**src/pkg/wdt_defs.svh**
```systemverilog
// Constants of the overclock watchdog: register fields, reset values, times.
// Included by the package and design files; holds definitions only.
`ifndef WDT_DEFS_SVH
`define WDT_DEFS_SVH
`define WDT_CLK_MHZ 200
`define WDT_PULSE_MS 20
`define WDT_PULSE_CYC (`WDT_PULSE_MS * 1000 * `WDT_CLK_MHZ)
`define WDT_TICK_MS 250
`define WDT_TICK_CYC (`WDT_TICK_MS * 1000 * `WDT_CLK_MHZ)
`define WDT_SCALE_LONG_TICKS 4'hC
`define WDT_SCALE_SHORT_TICKS 4'h1
`define WDT_TIMER_RST 3'h0
`define WDT_SCALE_RST 1'h1
`define WDT_RMODE_RST 1'h0
`define WDT_RSRC_RST 1'h0
`define WDT_AUTO_RST 1'h1
`define WDT_N_W 9
`define WDT_M_W 7
`define WDT_O_W 4
`endif

```
**src/pkg/wdt_pkg.sv**
```systemverilog
// Types shared by the watchdog design files.
// Assumes wdt_defs.svh is on the include path.
`include "wdt_defs.svh"
package wdt_pkg;
  typedef logic [`WDT_N_W-1:0] n_val_t;
  typedef logic [`WDT_M_W-1:0] m_val_t;
  typedef logic [`WDT_O_W-1:0] o_val_t;
  typedef enum logic [1:0] {
    REC_HW,
    REC_AUTO,
    REC_MANUAL,
    REC_NONE
  } rec_mode_e;
  typedef enum logic [1:0] {
    WD_IDLE,
    WD_COUNT,
    WD_SPENT
  } wd_state_e;
endpackage

```
**src/design/sync2.sv**
```systemverilog
// Two flip-flop synchroniser for a single pin level.
// Assumes the input is asynchronous to clk.
`timescale 1ns/100ps
module sync2 (
  // Clock and reset.
  input wire logic clk,
  input wire logic rst_n,
  // Level in and out.
  input wire logic d,
  output logic q
);
  typedef struct packed {
    logic s0;
    logic s1;
  } st_s;
  st_s st_q;
  st_s st_d;
  // The first stage feeds only the second.
  always_comb begin
    st_d.s0 = d;
    st_d.s1 = st_q.s0;
  end
  // Both stages reset high, the idle level of the active-low pins watched here.
  always_ff @(posedge clk or negedge rst_n) begin
    if (!rst_n) begin
      st_q <= '{s0: 1'b1, s1: 1'b1};
    end else begin
      st_q <= st_d;
    end
  end
  assign q = st_q.s1;
endmodule // sync2

```
**src/design/pulse_timer.sv**
```systemverilog
// Fixed-length pulse generator for the system reset output.
// Assumes start is a one-cycle pulse on clk.
`timescale 1ns/100ps
`include "wdt_defs.svh"
module pulse_timer #(
  parameter int unsigned LEN = `WDT_PULSE_CYC
) (
  // Clock and reset.
  input wire logic clk,
  input wire logic rst_n,
  // Control.
  input wire logic start,
  output logic busy,
  output logic done
);
  typedef struct packed {
    logic [31:0] cnt;
    logic run;
    logic fin;
  } st_s;
  st_s st_q;
  st_s st_d;
  // A start while running is ignored so the pulse keeps its length.
  always_comb begin
    st_d = st_q;
    st_d.fin = 1'b0;
    if (!st_q.run) begin
      if (start) begin
        st_d.run = 1'b1;
        st_d.cnt = LEN - 1;
      end
    end else if (st_q.cnt == 32'h0) begin
      st_d.run = 1'b0;
      st_d.fin = 1'b1;
    end else begin
      st_d.cnt = st_q.cnt - 32'h1;
    end
  end
  // State register.
  always_ff @(posedge clk or negedge rst_n) begin
    if (!rst_n) begin
      st_q <= '0;
    end else begin
      st_q <= st_d;
    end
  end
  assign busy = st_q.run;
  assign done = st_q.fin;
endmodule // pulse_timer

```
**src/design/overclock_watchdog_reset.sv**
```systemverilog
// Watchdog timer and system reset pulse logic for an overclocking clock generator.
// Assumes the management bus slave decodes writes into the strobes and fields below,
// and that clk is the device clock derived from the reference.
// The reset pin needs an external pull-up; it is released while the strap disables it.
//
// Behaviour
// [RULE_01] Timeout drives one 20 ms reset pulse.
// [RULE_02] Enabled watchdog counts timer value times scale.
// [RULE_03] Expiry while enabled asserts reset, sets alarm.
// [RULE_04] Reset pin used only if strap low.
// [RULE_05] Timer or scale write restarts countdown; the code restarts only when a value changes.
// [RULE_06] After pulse, idle until rewrite or re-enable; the code restarts only on a changed timer or scale value or an enable rise.
// [RULE_07] Enable resets zero; rising edge reloads countdown.
// [RULE_08] Timer field three bits, resets 000, test.
// [RULE_09] Alarm set on expiry, software clears it.
// [RULE_10] Scale resets 1; selects 250 ms, 3 s.
// [RULE_11] Reset mode zero recovers, one only resets.
// [RULE_12] Recovery source zero selects hardware settings.
// [RULE_13] Autorecovery resets one; hardware writes recovery N.
// [RULE_14] Nine-bit recovery N register, hardware or software.
// [RULE_15] Hardware recovery restores power-up M, N, O.
// [RULE_16] Autorecovery latches M, N at enable.
// [RULE_17] Manual recovery: software N, hidden latched M.
// [RULE_18] No recovery leaves M and N unchanged.
// [RULE_19] Software reset request emits equal pulse.
// [RULE_20] Software reset request clears itself.
// [RULE_21] Host clears enable before expiry.
// [RULE_22] SRC programmable mode has no recovery.
// [RULE_23] Frequency-select mode recovers hardware settings only.
// [RULE_24] Prescaler from clock gives tick time base.
// [RULE_25] Reset output low only during pulse.
`timescale 1ns/100ps
`include "wdt_defs.svh"
module overclock_watchdog_reset #(
  parameter int unsigned TICK_CYC = `WDT_TICK_CYC,
  parameter int unsigned PULSE_CYC = `WDT_PULSE_CYC
) (
  // Clock and reset.
  input wire logic clk,
  input wire logic rst_n,
  // Boot pins.
  input wire logic reset_pin_strap,
  input wire logic power_good_n,
  // Register write strobes from the management bus, one cycle each.
  input wire logic wr_ctrl,
  input wire logic watchdog_enable_wr,
  input wire logic [2:0] timer_value_wr,
  input wire logic time_scale_wr,
  input wire logic reset_mode_wr,
  input wire logic recovery_src_wr,
  input wire logic autorecovery_wr,
  input wire logic alarm_clear,
  input wire logic software_reset_request_wr,
  input wire logic write_done,
  input wire logic wr_recovery_n,
  input wire wdt_pkg::n_val_t recovery_n_wr,
  // Current PLL operating mode.
  input wire logic cpu_prog_mode,
  input wire logic cpu_freq_select_bits_mode,
  input wire logic src_prog_mode,
  input wire wdt_pkg::n_val_t cur_n,
  input wire wdt_pkg::m_val_t cur_m,
  input wire wdt_pkg::o_val_t cur_o,
  input wire wdt_pkg::n_val_t hw_n,
  input wire wdt_pkg::m_val_t hw_m,
  input wire wdt_pkg::o_val_t hw_o,
  // Register read-back.
  output logic watchdog_enable,
  output logic [2:0] timer_value,
  output logic time_scale,
  output logic reset_mode,
  output logic recovery_src,
  output logic autorecovery,
  output logic alarm,
  output logic software_reset_request,
  output wdt_pkg::n_val_t recovery_n_value,
  // Frequency restore to the CPU PLL.
  output logic restore_load,
  output wdt_pkg::n_val_t restore_n,
  output wdt_pkg::m_val_t restore_m,
  output wdt_pkg::o_val_t restore_o,
  output logic restore_o_valid,
  // System reset pin.
  output logic system_reset_out_n,
  output logic system_reset_oe
);
  import wdt_pkg::*;

  typedef struct packed {
    // Control register fields.
    logic en;
    logic [2:0] tval;
    logic scale;
    logic rmode;
    logic rsrc;
    logic autorec;
    logic alarm;
    logic swreq;
    logic swpend;
    // Recovery latches and the boot-time hardware copy.
    n_val_t rec_n;
    m_val_t rec_m;
    n_val_t hw_n;
    m_val_t hw_m;
    o_val_t hw_o;
    // Strap decision, caught once after power good.
    logic strap_ok;
    logic strap_taken;
    // Countdown: prescaler, units per step, steps left.
    wd_state_e state;
    logic [31:0] pre;
    logic [3:0] sub;
    logic [2:0] left;
    // Registered restore request for the CPU PLL.
    logic rload;
    n_val_t rn;
    m_val_t rm;
    o_val_t ro;
    logic rov;
  } st_s;

  st_s st_q;
  st_s st_d;
  // Synchronised pins, the pulse handshake and the countdown events.
  logic pg_n_s;
  logic strap_s;
  logic pulse_busy;
  logic pulse_start;
  logic expire;
  logic reload;
  rec_mode_e rec_sel;

  // Boot pins pass two flip-flops before use.
  sync2 u_pg_sync (
    .clk(clk),
    .rst_n(rst_n),
    .d(power_good_n),
    .q(pg_n_s)
  );
  sync2 u_strap_sync (
    .clk(clk),
    .rst_n(rst_n),
    .d(reset_pin_strap),
    .q(strap_s)
  );

  // Shared reset pulse timer for watchdog and software requests.
  pulse_timer #(
    .LEN(PULSE_CYC) // RULE_01
  ) u_pulse (
    .clk(clk),
    .rst_n(rst_n),
    .start(pulse_start),
    .busy(pulse_busy),
    .done()
  );

  // Recovery mode from reset mode, source and autorecovery bits.
  always_comb begin
    if (st_q.rmode) begin
      rec_sel = REC_NONE; // RULE_11
    end else if (!st_q.rsrc) begin
      rec_sel = REC_HW; // RULE_12
    end else if (st_q.autorec) begin
      rec_sel = REC_AUTO;
    end else begin
      rec_sel = REC_MANUAL;
    end
  end

  // Reload when a timer or scale field changes or enable rises.
  // Rewriting the same timer and scale values leaves a running count alone.
  assign reload = (wr_ctrl && (timer_value_wr != st_q.tval || time_scale_wr != st_q.scale)) // RULE_05
    || (wr_ctrl && watchdog_enable_wr && !st_q.en); // RULE_07

  // Expiry is the last tick of the last unit while still enabled.
  // An enable cleared by a write in the expiry cycle itself comes too late.
  assign expire = (st_q.state == WD_COUNT) && st_q.en && !reload && st_q.pre == 32'h0
    && st_q.sub == 4'h1 && st_q.left == 3'h1; // RULE_03

  // Software pulse starts at the end of the write, and only if no pulse is running in that cycle.
  // Watchdog and software pulses share one timer and one pin.
  assign pulse_start = st_q.strap_ok && !pulse_busy && (expire || (st_q.swpend && write_done)); // RULE_19

  // Next-state logic.
  always_comb begin
    st_d = st_q;
    st_d.rload = 1'b0;

    // Strap is caught once, on power good asserting low.
    // Both pins pass the same two stages, so they are read in the same cycle;
    // the strap is static by then and later changes of it are ignored.
    if (!st_q.strap_taken && !pg_n_s) begin
      st_d.strap_taken = 1'b1;
      st_d.strap_ok = !strap_s; // RULE_04
      st_d.hw_n = hw_n; // RULE_15
      st_d.hw_m = hw_m;
      st_d.hw_o = hw_o;
    end

    // Control register writes.
    // Every field of the control byte but the software request, which only sets, is taken at once from one write.
    if (wr_ctrl) begin
      st_d.en = watchdog_enable_wr;
      st_d.tval = timer_value_wr; // RULE_08
      st_d.scale = time_scale_wr; // RULE_10
      st_d.rmode = reset_mode_wr;
      st_d.rsrc = recovery_src_wr;
      st_d.autorec = autorecovery_wr;
      if (software_reset_request_wr) begin
        st_d.swreq = 1'b1;
        st_d.swpend = 1'b1;
      end
      // Enable rising latches present M and N for later restore.
      // M is always latched; N only when autorecovery is written on with the enable.
      if (watchdog_enable_wr && !st_q.en) begin
        st_d.rec_m = cur_m; // RULE_17
        if (autorecovery_wr) begin
          st_d.rec_n = cur_n; // RULE_16
        end
      end
    end

    // Software may write recovery N only with autorecovery off.
    // In auto mode the register belongs to the hardware latch above.
    if (wr_recovery_n && !st_q.autorec) begin
      st_d.rec_n = recovery_n_wr; // RULE_13
    end

    // Software clears the alarm; a same-cycle expiry wins.
    // The set below comes later in this process, so it overrides the clear.
    if (alarm_clear) begin
      st_d.alarm = 1'b0;
    end

    // Request bit clears itself once its pulse starts.
    // A request waiting behind a running pulse stays pending until the next write ends.
    if (pulse_start && st_q.swpend && !expire) begin
      st_d.swreq = 1'b0; // RULE_20
      st_d.swpend = 1'b0;
    end
    // Without the strap there is no pin to pulse, so the request is dropped.
    if (st_q.swpend && write_done && !st_q.strap_ok) begin
      st_d.swreq = 1'b0;
      st_d.swpend = 1'b0;
    end

    // Countdown state machine on a prescaled tick.
    // Timer code 000 is the reserved test mode and never counts.
    unique case (st_q.state)
      WD_IDLE, WD_SPENT: begin
        if (reload && st_d.en && st_d.tval != 3'h0) begin
          st_d.state = WD_COUNT; // RULE_06
        end
      end
      WD_COUNT: begin
        if (!st_d.en || st_d.tval == 3'h0) begin
          st_d.state = WD_IDLE;
        end else if (expire) begin
          st_d.state = WD_SPENT; // RULE_06
        end
      end
    endcase

    // A reload beats ticking, so a changed timer or scale value or an enable rise always restarts the full count.
    if (reload) begin
      st_d.pre = TICK_CYC - 1; // RULE_24
      st_d.sub = st_d.scale ? `WDT_SCALE_LONG_TICKS : `WDT_SCALE_SHORT_TICKS; // RULE_10
      st_d.left = st_d.tval; // RULE_02
    end else if (st_q.state == WD_COUNT) begin
      if (st_q.pre != 32'h0) begin
        st_d.pre = st_q.pre - 32'h1; // RULE_24
      end else begin
        // Prescaler wrapped: one 250 ms unit has passed.
        st_d.pre = TICK_CYC - 1;
        // Each step is twelve units in the 3 s scale and one in the 250 ms scale.
        if (st_q.sub != 4'h1) begin
          st_d.sub = st_q.sub - 4'h1;
        end else begin
          st_d.sub = st_q.scale ? `WDT_SCALE_LONG_TICKS : `WDT_SCALE_SHORT_TICKS;
          st_d.left = st_q.left - 3'h1; // RULE_02
        end
      end
    end

    // Expiry sets the alarm and selects what to restore.
    // Only the CPU PLL has a recovery path; SRC programmable mode alone restores nothing.
    if (expire) begin
      st_d.alarm = 1'b1; // RULE_09
      st_d.rov = 1'b0;
      st_d.rload = !src_prog_mode || cpu_prog_mode || cpu_freq_select_bits_mode; // RULE_22
      // Frequency-select mode must use the hardware set, the only one carrying O.
      if (cpu_freq_select_bits_mode || rec_sel == REC_HW) begin
        st_d.rn = st_q.hw_n; // RULE_23
        st_d.rm = st_q.hw_m;
        st_d.ro = st_q.hw_o; // RULE_15
        st_d.rov = 1'b1;
        st_d.rload = st_d.rload && !st_q.rmode;
      end else if (rec_sel == REC_AUTO || rec_sel == REC_MANUAL) begin
        // Auto and manual restore N and M; O is passed through unchanged.
        st_d.rn = st_q.rec_n; // RULE_14
        st_d.rm = st_q.rec_m; // RULE_16
        st_d.ro = cur_o;
      end else begin
        st_d.rload = 1'b0; // RULE_18
      end
      if (!cpu_prog_mode && !cpu_freq_select_bits_mode) begin
        st_d.rload = 1'b0;
      end
    end
  end

  // State register; all fields take constants under reset.
  // Fields not named below, the alarm among them, reset to zero.
  always_ff @(posedge clk or negedge rst_n) begin
    if (!rst_n) begin
      st_q <= '0;
      st_q.en <= 1'b0; // RULE_07
      st_q.tval <= `WDT_TIMER_RST; // RULE_08
      st_q.scale <= `WDT_SCALE_RST;
      st_q.rmode <= `WDT_RMODE_RST; // RULE_11
      st_q.rsrc <= `WDT_RSRC_RST; // RULE_12
      st_q.autorec <= `WDT_AUTO_RST; // RULE_13
      st_q.state <= WD_IDLE;
    end else begin
      st_q <= st_d;
    end
  end

  // Register read-back.
  assign watchdog_enable = st_q.en;
  assign timer_value = st_q.tval;
  assign time_scale = st_q.scale;
  assign reset_mode = st_q.rmode;
  assign recovery_src = st_q.rsrc;
  assign autorecovery = st_q.autorec;
  assign alarm = st_q.alarm;
  assign software_reset_request = st_q.swreq;
  assign recovery_n_value = st_q.rec_n;
  // Restore outputs, load strobe one cycle after expiry.
  assign restore_load = st_q.rload;
  assign restore_n = st_q.rn;
  assign restore_m = st_q.rm;
  assign restore_o = st_q.ro;
  assign restore_o_valid = st_q.rov;
  // Pin is low only during a pulse and driven only when strapped on.
  assign system_reset_out_n = !pulse_busy; // RULE_25
  assign system_reset_oe = st_q.strap_ok; // RULE_04
endmodule // overclock_watchdog_reset

```
**config.mk**
```make
export PLATFORM = sky130hd
export DESIGN_NAME = overclock_watchdog_reset
export DESIGN_NICKNAME = d
export VERILOG_FILES = /design/src/pkg/wdt_pkg.sv /design/src/design/sync2.sv /design/src/design/pulse_timer.sv /design/src/design/overclock_watchdog_reset.sv
export VERILOG_INCLUDE_DIRS = /design/src /design/src/pkg
export SDC_FILE = /design/constraint.sdc
export NUM_CORES = 1
export LEC_CHECK = 0
export BUFFER_PORTS_ARGS = -buffer_cell sky130_fd_sc_hd__buf_2
export CORE_UTILIZATION = 52
export DETAILED_ROUTE_END_ITERATION = 10
export MAX_ROUTING_LAYER = met4
export PLACE_DENSITY = 0.78
export SLEW_MARGIN = 20
export SYNTH_ARGS = -nofsm -noshare
export SYNTH_HDL_FRONTEND = slang
export SYNTH_HIERARCHICAL = 1
export SYNTH_SLANG_ARGS = --single-unit
```
**constraint.sdc**
```tcl
create_clock -name clk -period 2.85 [get_ports clk]
set_input_delay 0.4275 -clock clk [delete_from_list [all_inputs] [get_ports clk]]
set_output_delay 0.4275 -clock clk [all_outputs]
set_load 0.005 [all_outputs]
```
==> results of run 1 <==
[cell usage in the layout (no fill, tap or decap), types with 21 or more instances in the layout]
cell type	count
nand2_1	50
nand3_1	23
a21oi_1	22
buf_2	109
mux2i_1	22
o31ai_1	21
dfrtp_1	142
mux2_2	69
nor2_1	26
o21ai_0	30
[layout make-up]
type                       count  area (um2)  area share (%)
tap                          184         230            2.57
inverter                      18        67.6           0.755
clock buffer                  23         498            5.56
multi-input combinational    468        3570            39.9
clock inverter                 9         115            1.29
sequential                   148        3710            41.5
timing repair buffer         132         759            8.48
antenna                        1        2.50          0.0280
[registers in the layout (all words and copies together), names as in the netlist]
name                    cells
system_reset_oe             1
restore_o                   4
timer_value                 3
u_pg_sync/st_d              1
watchdog_enable             1
time_scale                  1
software_reset_request      1
alarm                       1
u_pulse/busy                1
restore_n                   9
u_pulse/st_q               32
recovery_n_value            9
restore_o_valid             1
u_strap_sync/q              1
st_q                       69
restore_load                1
u_pg_sync/q                 1
autorecovery                1
reset_mode                  1
recovery_src                1
restore_m                   7
u_strap_sync/st_d           1
[worst paths after layout]
path / to / slack (ps) / cells after the start
worst max-delay path: u_pulse/st_q[15]$_DFFE_PN0P_ / 210 / 11
worst min-delay path: st_q[32]$_DFFE_PN0P_ / 20 / 1
worst min register to register: u_strap_sync/q$_DFF_PN1_ / 360 / 0
worst max register to register: u_pulse/st_q[15]$_DFFE_PN0P_ / 210 / 11
max in group asynchronous: u_pg_sync/q$_DFF_PN1_ / 1910 / 2
min in group clk: u_strap_sync/st_d[0]$_DFF_PN1_ / 100 / 1
[where the power goes]
group	internal, W	switching, W
Combinational	0.000209	0.000236
Sequential	0.00220	0.0000659
Clock	0.00141	0.000881
Total	0.00382	0.00118
[repair_timing]
item,4_1_cts,5_1_grt
hold buffers,0,0
gates resized for setup,0,3
setup endpoints to repair,0,13
setup buffers,0,0
[per-stage QoR]
stage          cells  setup WS (ps)
2_1_floorplan    694            112
3_3_place_gp     950            217
3_5_place_dp     950           76.2
4_1_cts          982           76.1
5_1_grt          983           34.6
6_report         983            208
[routing by layer]
metal,track usage [%],share of wire (%)
met5,-,0
met4,8.81,1.6
met3,5.44,3.9
met2,39.0,51
met1,30.7,44
==> out/qor.csv, run 1 <==
stage,metric,value,unit
outcome,status,"complete, no violations",
clock_tree,htree depth,4,
timing,RSZ-0062 raised after global routing,false,
worst_setup_path,Startpoint Class,register,
clock_tree,total CTS buffers,17,
routing,Via density,5.84,
grt,vias in the first global route,5677,
worst_setup_path,worst path bufs/invs,2,
die,Initial Util,53.0,%
routing,drt drc,0,
clock_tree,Clock Sinks,148,
yosys,YS warnings,6,
yosys,"Avg Cell Area, Syn",11.1,um2
worst_setup_path,Critical Path AT,2930,ps
timing,Hold WS,19.3,ps
grt,grt total ovfl,0,
grt,initial antenna violation count,1,
yosys,mapped cell area,0.00767,mm2
worst_setup_path,critical-path cell list,inv_1 -> ha_1 -> nor4b_2 -> nand4_1 -> nor4_4 -> nand4_2 -> a211oi_2 -> nand2b_1 -> buf_12 -> o211ai_1 -> o31ai_1,
final_layout,Filler cells,1118,
clock_tree,Root Buffer,clkbuf_16,
die,IO Pins,112,
timing,Slew @ Worst Pin,962,ps
timing,Final period util,92.7,%
clock_tree,Clock Latency Late Sink,430,ps
timing,final setup TNS,0,ps
worst_setup_path,Worst path max stage delay,380,ps
routing,final WL,17.4,mm
routing,routed vias,5737,
worst_setup_path,slowest CP cell,dfrtp_1,
clock_tree,"Reg clk slew, reported paths",60,ps
timing,normalized max-slew margin,35.8,%
worst_setup_path,cell family with most CP delay,simple AND/OR/NAND/NOR gates,
worst_setup_path,Critical Path Source,st_q[29]$_DFFE_PN0P_,
final_layout,synthesis-to-finish area growth,16.6,%
die,die width,123,um
worst_setup_path,CP endpoint kind,register,
timing,Worst Skew,11.3,ps
power,VDD IR-drop max,631,uV
grt,GR Util All Layers,24.5,%
die,core area,0.0145,mm2
run,Max-Cap Viols,0,
timing,"Hold Vio Cnt, Final",0,
final_layout,fin area,0.00895,mm2
worst_setup_path,worst-path maximum fanout,19,
yosys,Gate Count Post-Synth,694,
clock_tree,CTS tree,done,
timing,minimum clock period,2640,ps
power,LEAKAGE,3.89,nW
placed_design,port bufs,110,
power,Overall Power,0.00500,W
grt,largest net degree at the start of global routing,76,
yosys,syn_nets,771,
final_layout,layout cells sized above 1,34.0,%
routing,Starting DRT DRC Count,333,
hold_path,Hold Crit Class,primary input to asynchronous set/reset pin,
timing,FMAX,0.379,GHz
final_layout,Layout Utilization,61.8,%
timing,final setup fails,0,
die,die area,0.0152,mm2
routing,post-route ant nets,0,
placed_design,Final HPWL DP,12.2,mm
worst_setup_path,WS Path Type,register to register,
grt,first-pass GRT wire length,27.8,mm
final_layout,nets,862,
worst_setup_path,worst path required time,3140,ps
die,row count,44,
placed_design,routability cong.,0.849,
routing,DRT Pass-1 Iters,5,
placed_design,Area after DPL,0.00831,mm2
clock_tree,Max clock buf depth,2,
worst_setup_path,worst r2r src,st_q[29]$_DFFE_PN0P_,
routing,WL per Instance,17.7,um
timing,Final Max Slew Viols,0,
die,Die H,123,um
power,Power Density,559,mW/mm2
Note: power is estimated with default switching activity, not from simulation.
==> run 2, diff against run 1 <==
--- a/config.mk
+++ b/config.mk
@@ -11,8 +11,8 @@
 export DETAILED_ROUTE_END_ITERATION = 10
 export MAX_ROUTING_LAYER = met4
 export PLACE_DENSITY = 0.78
+export SKIP_CTS_REPAIR_TIMING = 1
 export SLEW_MARGIN = 20
 export SYNTH_ARGS = -nofsm -noshare
 export SYNTH_HDL_FRONTEND = slang
-export SYNTH_HIERARCHICAL = 1
 export SYNTH_SLANG_ARGS = --single-unit
==> out/qor.csv, run 2 <==
stage,metric,value,unit
outcome,status,"complete, no violations",
die,IO Pins,112,
final_layout,layout cells sized above 1,27.1,%
power,LEAKAGE,3.63,nW
placed_design,routability cong.,0.905,
timing,final setup TNS,0,ps
worst_setup_path,worst path required time,3140,ps
worst_setup_path,Worst Reg2Reg Path Length in Cells,8,
worst_setup_path,slowest CP cell,or3_1,
yosys,number of synthesized register bits,148,
power,Internal Power,0.00383,W
yosys,YS warnings,0,
hold_path,Hold Crit Class,primary input to asynchronous set/reset pin,
grt,first-pass GRT wire length,30.4,mm
yosys,mapped cell area,0.00771,mm2
final_layout,nets,916,
die,Initial Util,53.2,%
routing,routed vias,6420,
worst_setup_path,worst-path maximum fanout,21,
timing,final setup fails,0,
yosys,Synth top cells by count,"142 x dfrtp_1, 62 x nand2_1, 42 x a21oi_1",
yosys,syn_nets,834,
final_layout,max reg flops,69,
die,core area,0.0145,mm2
die,die area,0.0153,mm2
timing,normalized max-slew margin,34.5,%
timing,Final Max Slew Viols,0,
timing,Slew @ Worst Pin,981,ps
clock_tree,Max clock buf depth,2,
clock_tree,CTS tree,done,
clock_tree,total CTS buffers,17,
timing,"Hold Vio Cnt, Final",0,
power,Sw Ratio,26.0,%
yosys,Synth async-reset ratio,100,%
clock_tree,Clock Latency Late Sink,420,ps
die,row count,44,
clock_tree,htree depth,4,
grt,initial antenna violation count,0,
routing,DRT Pass-1 Iters,5,
final_layout,fin area,0.00893,mm2
clock_tree,Root Buffer,clkbuf_16,
worst_setup_path,Worst R2R End,restore_n[5]$_DFFE_PN0P_,
routing,drt drc,0,
worst_setup_path,Critical Path AT,2920,ps
routing,Starting DRT DRC Count,394,
run,Max-Cap Viols,0,
power,Power Density,580,mW/mm2
routing,WL per Instance,18.2,um
routing,final WL,18.9,mm
worst_setup_path,worst r2r src,st_q[29]$_DFFE_PN0P_,
final_layout,largest reg by FF count,st_q,
yosys,Synth top area share,46.1,%
die,die width,124,um
worst_setup_path,Startpoint Class,register,
final_layout,Largest regs,"st_q (69), u_pulse.st_q (32)",
final_layout,"most common cell after layout, fill and taps aside",dfrtp_1,
yosys,"EDFF count, synth",0,
grt,grt total ovfl,0,
grt,largest net degree at the start of global routing,72,
clock_tree,Clock Sinks,148,
placed_design,port bufs,110,
timing,Final period util,92.4,%
power,Flop pwr share,44.5,%
clock_tree,"Reg clk slew, reported paths",60,ps
power,VDD IR-drop max,517,uV
power,NetSw,0.00134,W
worst_setup_path,critical-path cell list,inv_1 -> ha_1 -> nor3b_1 -> nand4_2 -> or3_1 -> nor2_1 -> buf_12 -> a21oi_1,
worst_setup_path,reg2reg setup slack,220,ps
worst_setup_path,Worst path max stage delay,590,ps
timing,Worst Skew,8.58,ps
yosys,largest area contributor in the netlist,dfrtp_1,
yosys,Yosys cell types,70,
placed_design,pre-CTS setup slack,277,ps
grt,vias in the first global route,6204,
worst_setup_path,CP endpoint kind,register,
yosys,Gate Count Post-Synth,758,
timing,PnR worst setup slack,216,ps
power,Overall Power,0.00518,W
grt,GR Util All Layers,26.3,%
final_layout,"commonest non-fill, non-tap cells in the layout","142 x dfrtp_1, 109 x buf_2, 62 x nand2_1",
placed_design,Final HPWL DP,12.8,mm
die,Die H,124,um
placed_design,Area after DPL,0.00831,mm2
final_layout,synthesis-to-finish area growth,15.8,%
power,clock network fraction of total power,44.9,%
routing,Via density,6.18,
routing,post-route ant nets,0,
power,Comb pwr share,10.7,%
timing,minimum clock period,2630,ps
yosys,"Primary FF master, synth",dfrtp_1,
yosys,sequential-to-total area share from yosys stat,48.1,%
yosys,"Avg Cell Area, Syn",10.2,um2
timing,FMAX,0.380,GHz
yosys,top post-synthesis cells by area,"dfrtp_1 46%, mux2_2 3.8%, buf_4 3.2%",
worst_setup_path,WS Path Type,register to register,
timing,RSZ-0062 raised after global routing,false,
yosys,most frequent cell after synthesis,dfrtp_1,
## run 2: worst max-delay path by stage
stage                     depth (start not counted)            startpoint  slack, ps                            to
final                                             8  st_q[29]$_DFFE_PN0P_        220      restore_n[5]$_DFFE_PN0P_
after global routing                              8  st_q[29]$_DFFE_PN0P_         70      restore_n[5]$_DFFE_PN0P_
after CTS                                         8  st_q[29]$_DFFE_PN0P_        230      restore_n[5]$_DFFE_PN0P_
after detailed placement                          5  time_scale$_DFF_PN1_        280   u_pulse.st_q[3]$_DFFE_PN0P_
after global placement                            5  time_scale$_DFF_PN1_        330   u_pulse.st_q[3]$_DFFE_PN0P_
after floorplan                                   9  st_q[29]$_DFFE_PN0P_        530  u_pulse.st_q[25]$_DFFE_PN0P_
## run 2: critical path: cells and delay by family, from the launching register on
kind | cells | cell delay (ps)
buffers and inverters | 2 | 270
and+or+nand+nor | 4 | 1510
adders and majority gates | 1 | 190
DFF | 1 | 430
AOI/OAI and AO/OA | 1 | 90
## run 2: through the flow
step	hold WS, ps	utilization (%)	cells
floorplan	132	-	758
global placement	345	57.4	1005
detailed placement	347	57.4	1005
CTS	40.1	61.6	1037
global route	55.9	61.7	1037
finish	21.9	61.7	1038
## run 2: cell families after synthesis
family / Yosys count / share of synthesized area, %
xor gates and xnor gates: 28 / 3.18
muxes: 42 / 5.87
AOI/OAI and AO/OA: 211 / 18.4
adders and majority gates: 7 / 1.14
DFF: 148 / 48.1
buffers and inverters: 93 / 6.65
and+or+nand+nor: 229 / 16.6
## run 2: power by group through the flow
stage	sequential, W	combinational [W]	clock (W)
floorplan	0.00230	0.000351	0
global placement	0.00233	0.000532	0
detailed placement	0.00233	0.000546	0
CTS	0.00230	0.000553	0.00234
global route	0.00231	0.000615	0.00244
finish	0.00230	0.000553	0.00232
## run 2: routing by layer
layer / global-route usage (%) / share of wire, % / vias to the layer above / wire, um
li1: - / - / 2972 / -
met1: 34.1 / 43 / 3193 / 8050
met2: 40.8 / 50 / 228 / 9380
met3: 5.95 / 6.3 / 27 / 1200
met4: 9.04 / 1.5 / 0 / 283
met5: - / 0 / - / 0
## run 2: layout make-up
type | count | area [um2]
diodes | 1 | 2.50
fillers | 1211 | 5550
inverters | 20 | 75.1
flip-flops and latches | 148 | 3710
multi-input cells | 517 | 3500
clock buffers | 18 | 439
clock inverters | 14 | 178
repair buffers | 136 | 790
well taps | 184 | 230
==> run 3, diff against run 2 <==
--- a/config.mk
+++ b/config.mk
@@ -10,7 +10,7 @@
 export CORE_UTILIZATION = 52
 export DETAILED_ROUTE_END_ITERATION = 10
 export MAX_ROUTING_LAYER = met4
-export PLACE_DENSITY = 0.78
+export PLACE_DENSITY = 0.73
 export SKIP_CTS_REPAIR_TIMING = 1
 export SLEW_MARGIN = 20
 export SYNTH_ARGS = -nofsm -noshare
==> out/qor.csv, run 3 (synthesized netlist as in run 2, its figures left out) <==
stage,metric,value,unit
die,die area,0.0153,mm2
timing,Hold WS,-6.69,ps
timing,final setup TNS,0,ps
power,LEAKAGE,3.59,nW
power,Internal Power,0.00355,W
power,Power Density,557,mW/mm2
timing,Slew @ Worst Pin,960,ps
routing,Starting DRT DRC Count,555,
timing,normalized max-slew margin,35.9,%
routing,DRT Pass-1 Iters,5,
worst_setup_path,cell family with most CP delay,simple AND/OR/NAND/NOR gates,
die,Initial Util,53.2,%
clock_tree,Root Buffer,clkbuf_16,
placed_design,Final HPWL DP,13.2,mm
final_layout,max reg flops,69,
worst_setup_path,Critical Path AT,3000,ps
worst_setup_path,worst path required time,3220,ps
power,Flop pwr share,46.6,%
die,Die H,124,um
final_layout,Filler cells,1204,
power,Comb pwr share,11.1,%
worst_setup_path,critical-path cell list,inv_1 -> ha_1 -> nor3b_1 -> nand4_2 -> or3_1 -> nor2_1 -> buf_12 -> o211a_1,
final_layout,synthesis-to-finish area growth,14.9,%
outcome,failing checks,negative hold slack,
power,NetSw,0.00139,W
grt,largest net degree at the start of global routing,69,
timing,FMAX,0.379,GHz
clock_tree,"Reg clk slew, reported paths",60,ps
clock_tree,CTS tree,done,
die,IO Pins,112,
worst_setup_path,slowest CP cell,or3_1,
placed_design,pre-CTS setup slack,276,ps
placed_design,routability cong.,0.876,
grt,vias in the first global route,6155,
clock_tree,Clock Sinks,148,
routing,routed vias,6368,
grt,grt total ovfl,0,
final_layout,Largest regs,"st_q (69), u_pulse.st_q (32)",
routing,WL per Instance,18.3,um
outcome,status,finished with violations,
timing,minimum clock period,2640,ps
routing,Via density,6.14,
placed_design,port bufs,110,
worst_setup_path,Startpoint Class,register,
final_layout,"commonest non-fill, non-tap cells in the layout","142 x dfrtp_1, 109 x buf_2, 62 x nand2_1",
timing,final setup fails,0,
die,core area,0.0145,mm2
grt,initial antenna violation count,0,
timing,RSZ-0062 raised after global routing,false,
routing,final WL,19.0,mm
final_layout,nets,916,
grt,GR Util All Layers,26.5,%
grt,first-pass GRT wire length,30.2,mm
worst_setup_path,CP endpoint kind,register,
final_layout,# diodes,0,
final_layout,"most common cell after layout, fill and taps aside",dfrtp_1,
power,Sw Ratio,28.1,%
clock_tree,Max clock buf depth,2,
die,die width,124,um
timing,"Hold Vio Cnt, Final",1,
timing,Worst Skew,7.28,ps
worst_setup_path,worst path bufs/invs,2,
clock_tree,Clock Latency Late Sink,430,ps
power,VDD IR-drop max,523,uV
routing,drt drc,0,
final_layout,layout cells sized above 1,27.1,%
run,Max-Cap Viols,0,
worst_setup_path,worst-path maximum fanout,21,
die,row count,44,
clock_tree,htree depth,4,
worst_setup_path,Worst path max stage delay,590,ps
worst_setup_path,WS Path Type,register to register,
timing,Final period util,92.5,%
routing,post-route ant nets,0,
timing,Final Max Slew Viols,0,
hold_path,Hold Crit Class,primary input to asynchronous set/reset pin,
timing,PnR worst setup slack,214,ps
power,Overall Power,0.00494,W
final_layout,largest reg by FF count,st_q,
power,clock network fraction of total power,42.3,%
clock_tree,total CTS buffers,17,
==> run 3: changes by cell type in the layout (fill, tap and decap cells not counted) <==
cell,before,now
bufinv_16,3,0
clkbuf_8,1,0
clkinv_2,1,0
clkinv_4,4,2
clkinvlp_4,4,7
diode_2,1,0
inv_6,2,6
==> run 3: power groups by stage <==
stage	Combinational (W)	Sequential, W	Clock, W
after CTS	0.000547	0.00230	0.00212
final	0.000548	0.00230	0.00209
after floorplan	0.000351	0.00230	0
after global routing	0.000610	0.00231	0.00223
after global placement	0.000524	0.00233	0
after detailed placement	0.000543	0.00233	0
==> run 3: metrics by stage <==
step | cell area, um2 | instances | hold slack (ps) | util (%)
2_1_floorplan | 7710 | 758 | 132 | -
3_3_place_gp | 8310 | 1005 | 346 | 57.4
3_5_place_dp | 8310 | 1005 | 347 | 57.4
4_1_cts | 8850 | 1037 | 28.0 | 61.2
5_1_grt | 8860 | 1037 | 43.3 | 61.2
6_report | 8860 | 1037 | -6.69 | 61.2
==> run 3: final cells by class <==
class	instances	area (um2)	area share (%)
repair buffers	136	790	8.91
well taps	184	230	2.60
multi-input cells	517	3500	39.6
clock inverters	15	123	1.38
inverters	20	75.1	0.847
flip-flops and latches	148	3710	41.9
clock buffers	17	425	4.80
==> run 3: layer usage <==
metal	vias up	routed length [um]	track usage, %
met2	169	9480	41.9
met1	3194	8170	33.1
met3	32	984	6.46
met4	0	352	9.19
li1	2973	-	-
met5	-	0	-
==> run 3: worst reg2reg max path, cell delays in order, from the launching register on <==
cell     delay, ps
dfrtp_1        430
inv_1           80
ha_1           200
nor3b_1        380
nand4_2        260
or3_1          600
nor2_1         260
buf_12         200
o211a_1        160
==> run 3: final timing paths <==
path,from,to,slack [ps],cells after the start
worst max register to register,st_q[29]$_DFFE_PN0P_,st_q[62]$_DFFE_PN0P_,210,8
min in group clk,power_good_n,u_pg_sync.st_d[0]$_DFF_PN1_,90,1
worst max-delay path,st_q[29]$_DFFE_PN0P_,st_q[62]$_DFFE_PN0P_,210,8
max in group asynchronous,rst_n,st_q[81]$_DFFE_PN0P_,2050,2
worst min register to register,u_strap_sync.st_d[0]$_DFF_PN1_,u_strap_sync.q$_DFF_PN1_,360,0
worst min-delay path,rst_n,u_pulse.st_q[24]$_DFFE_PN0P_,-7,1
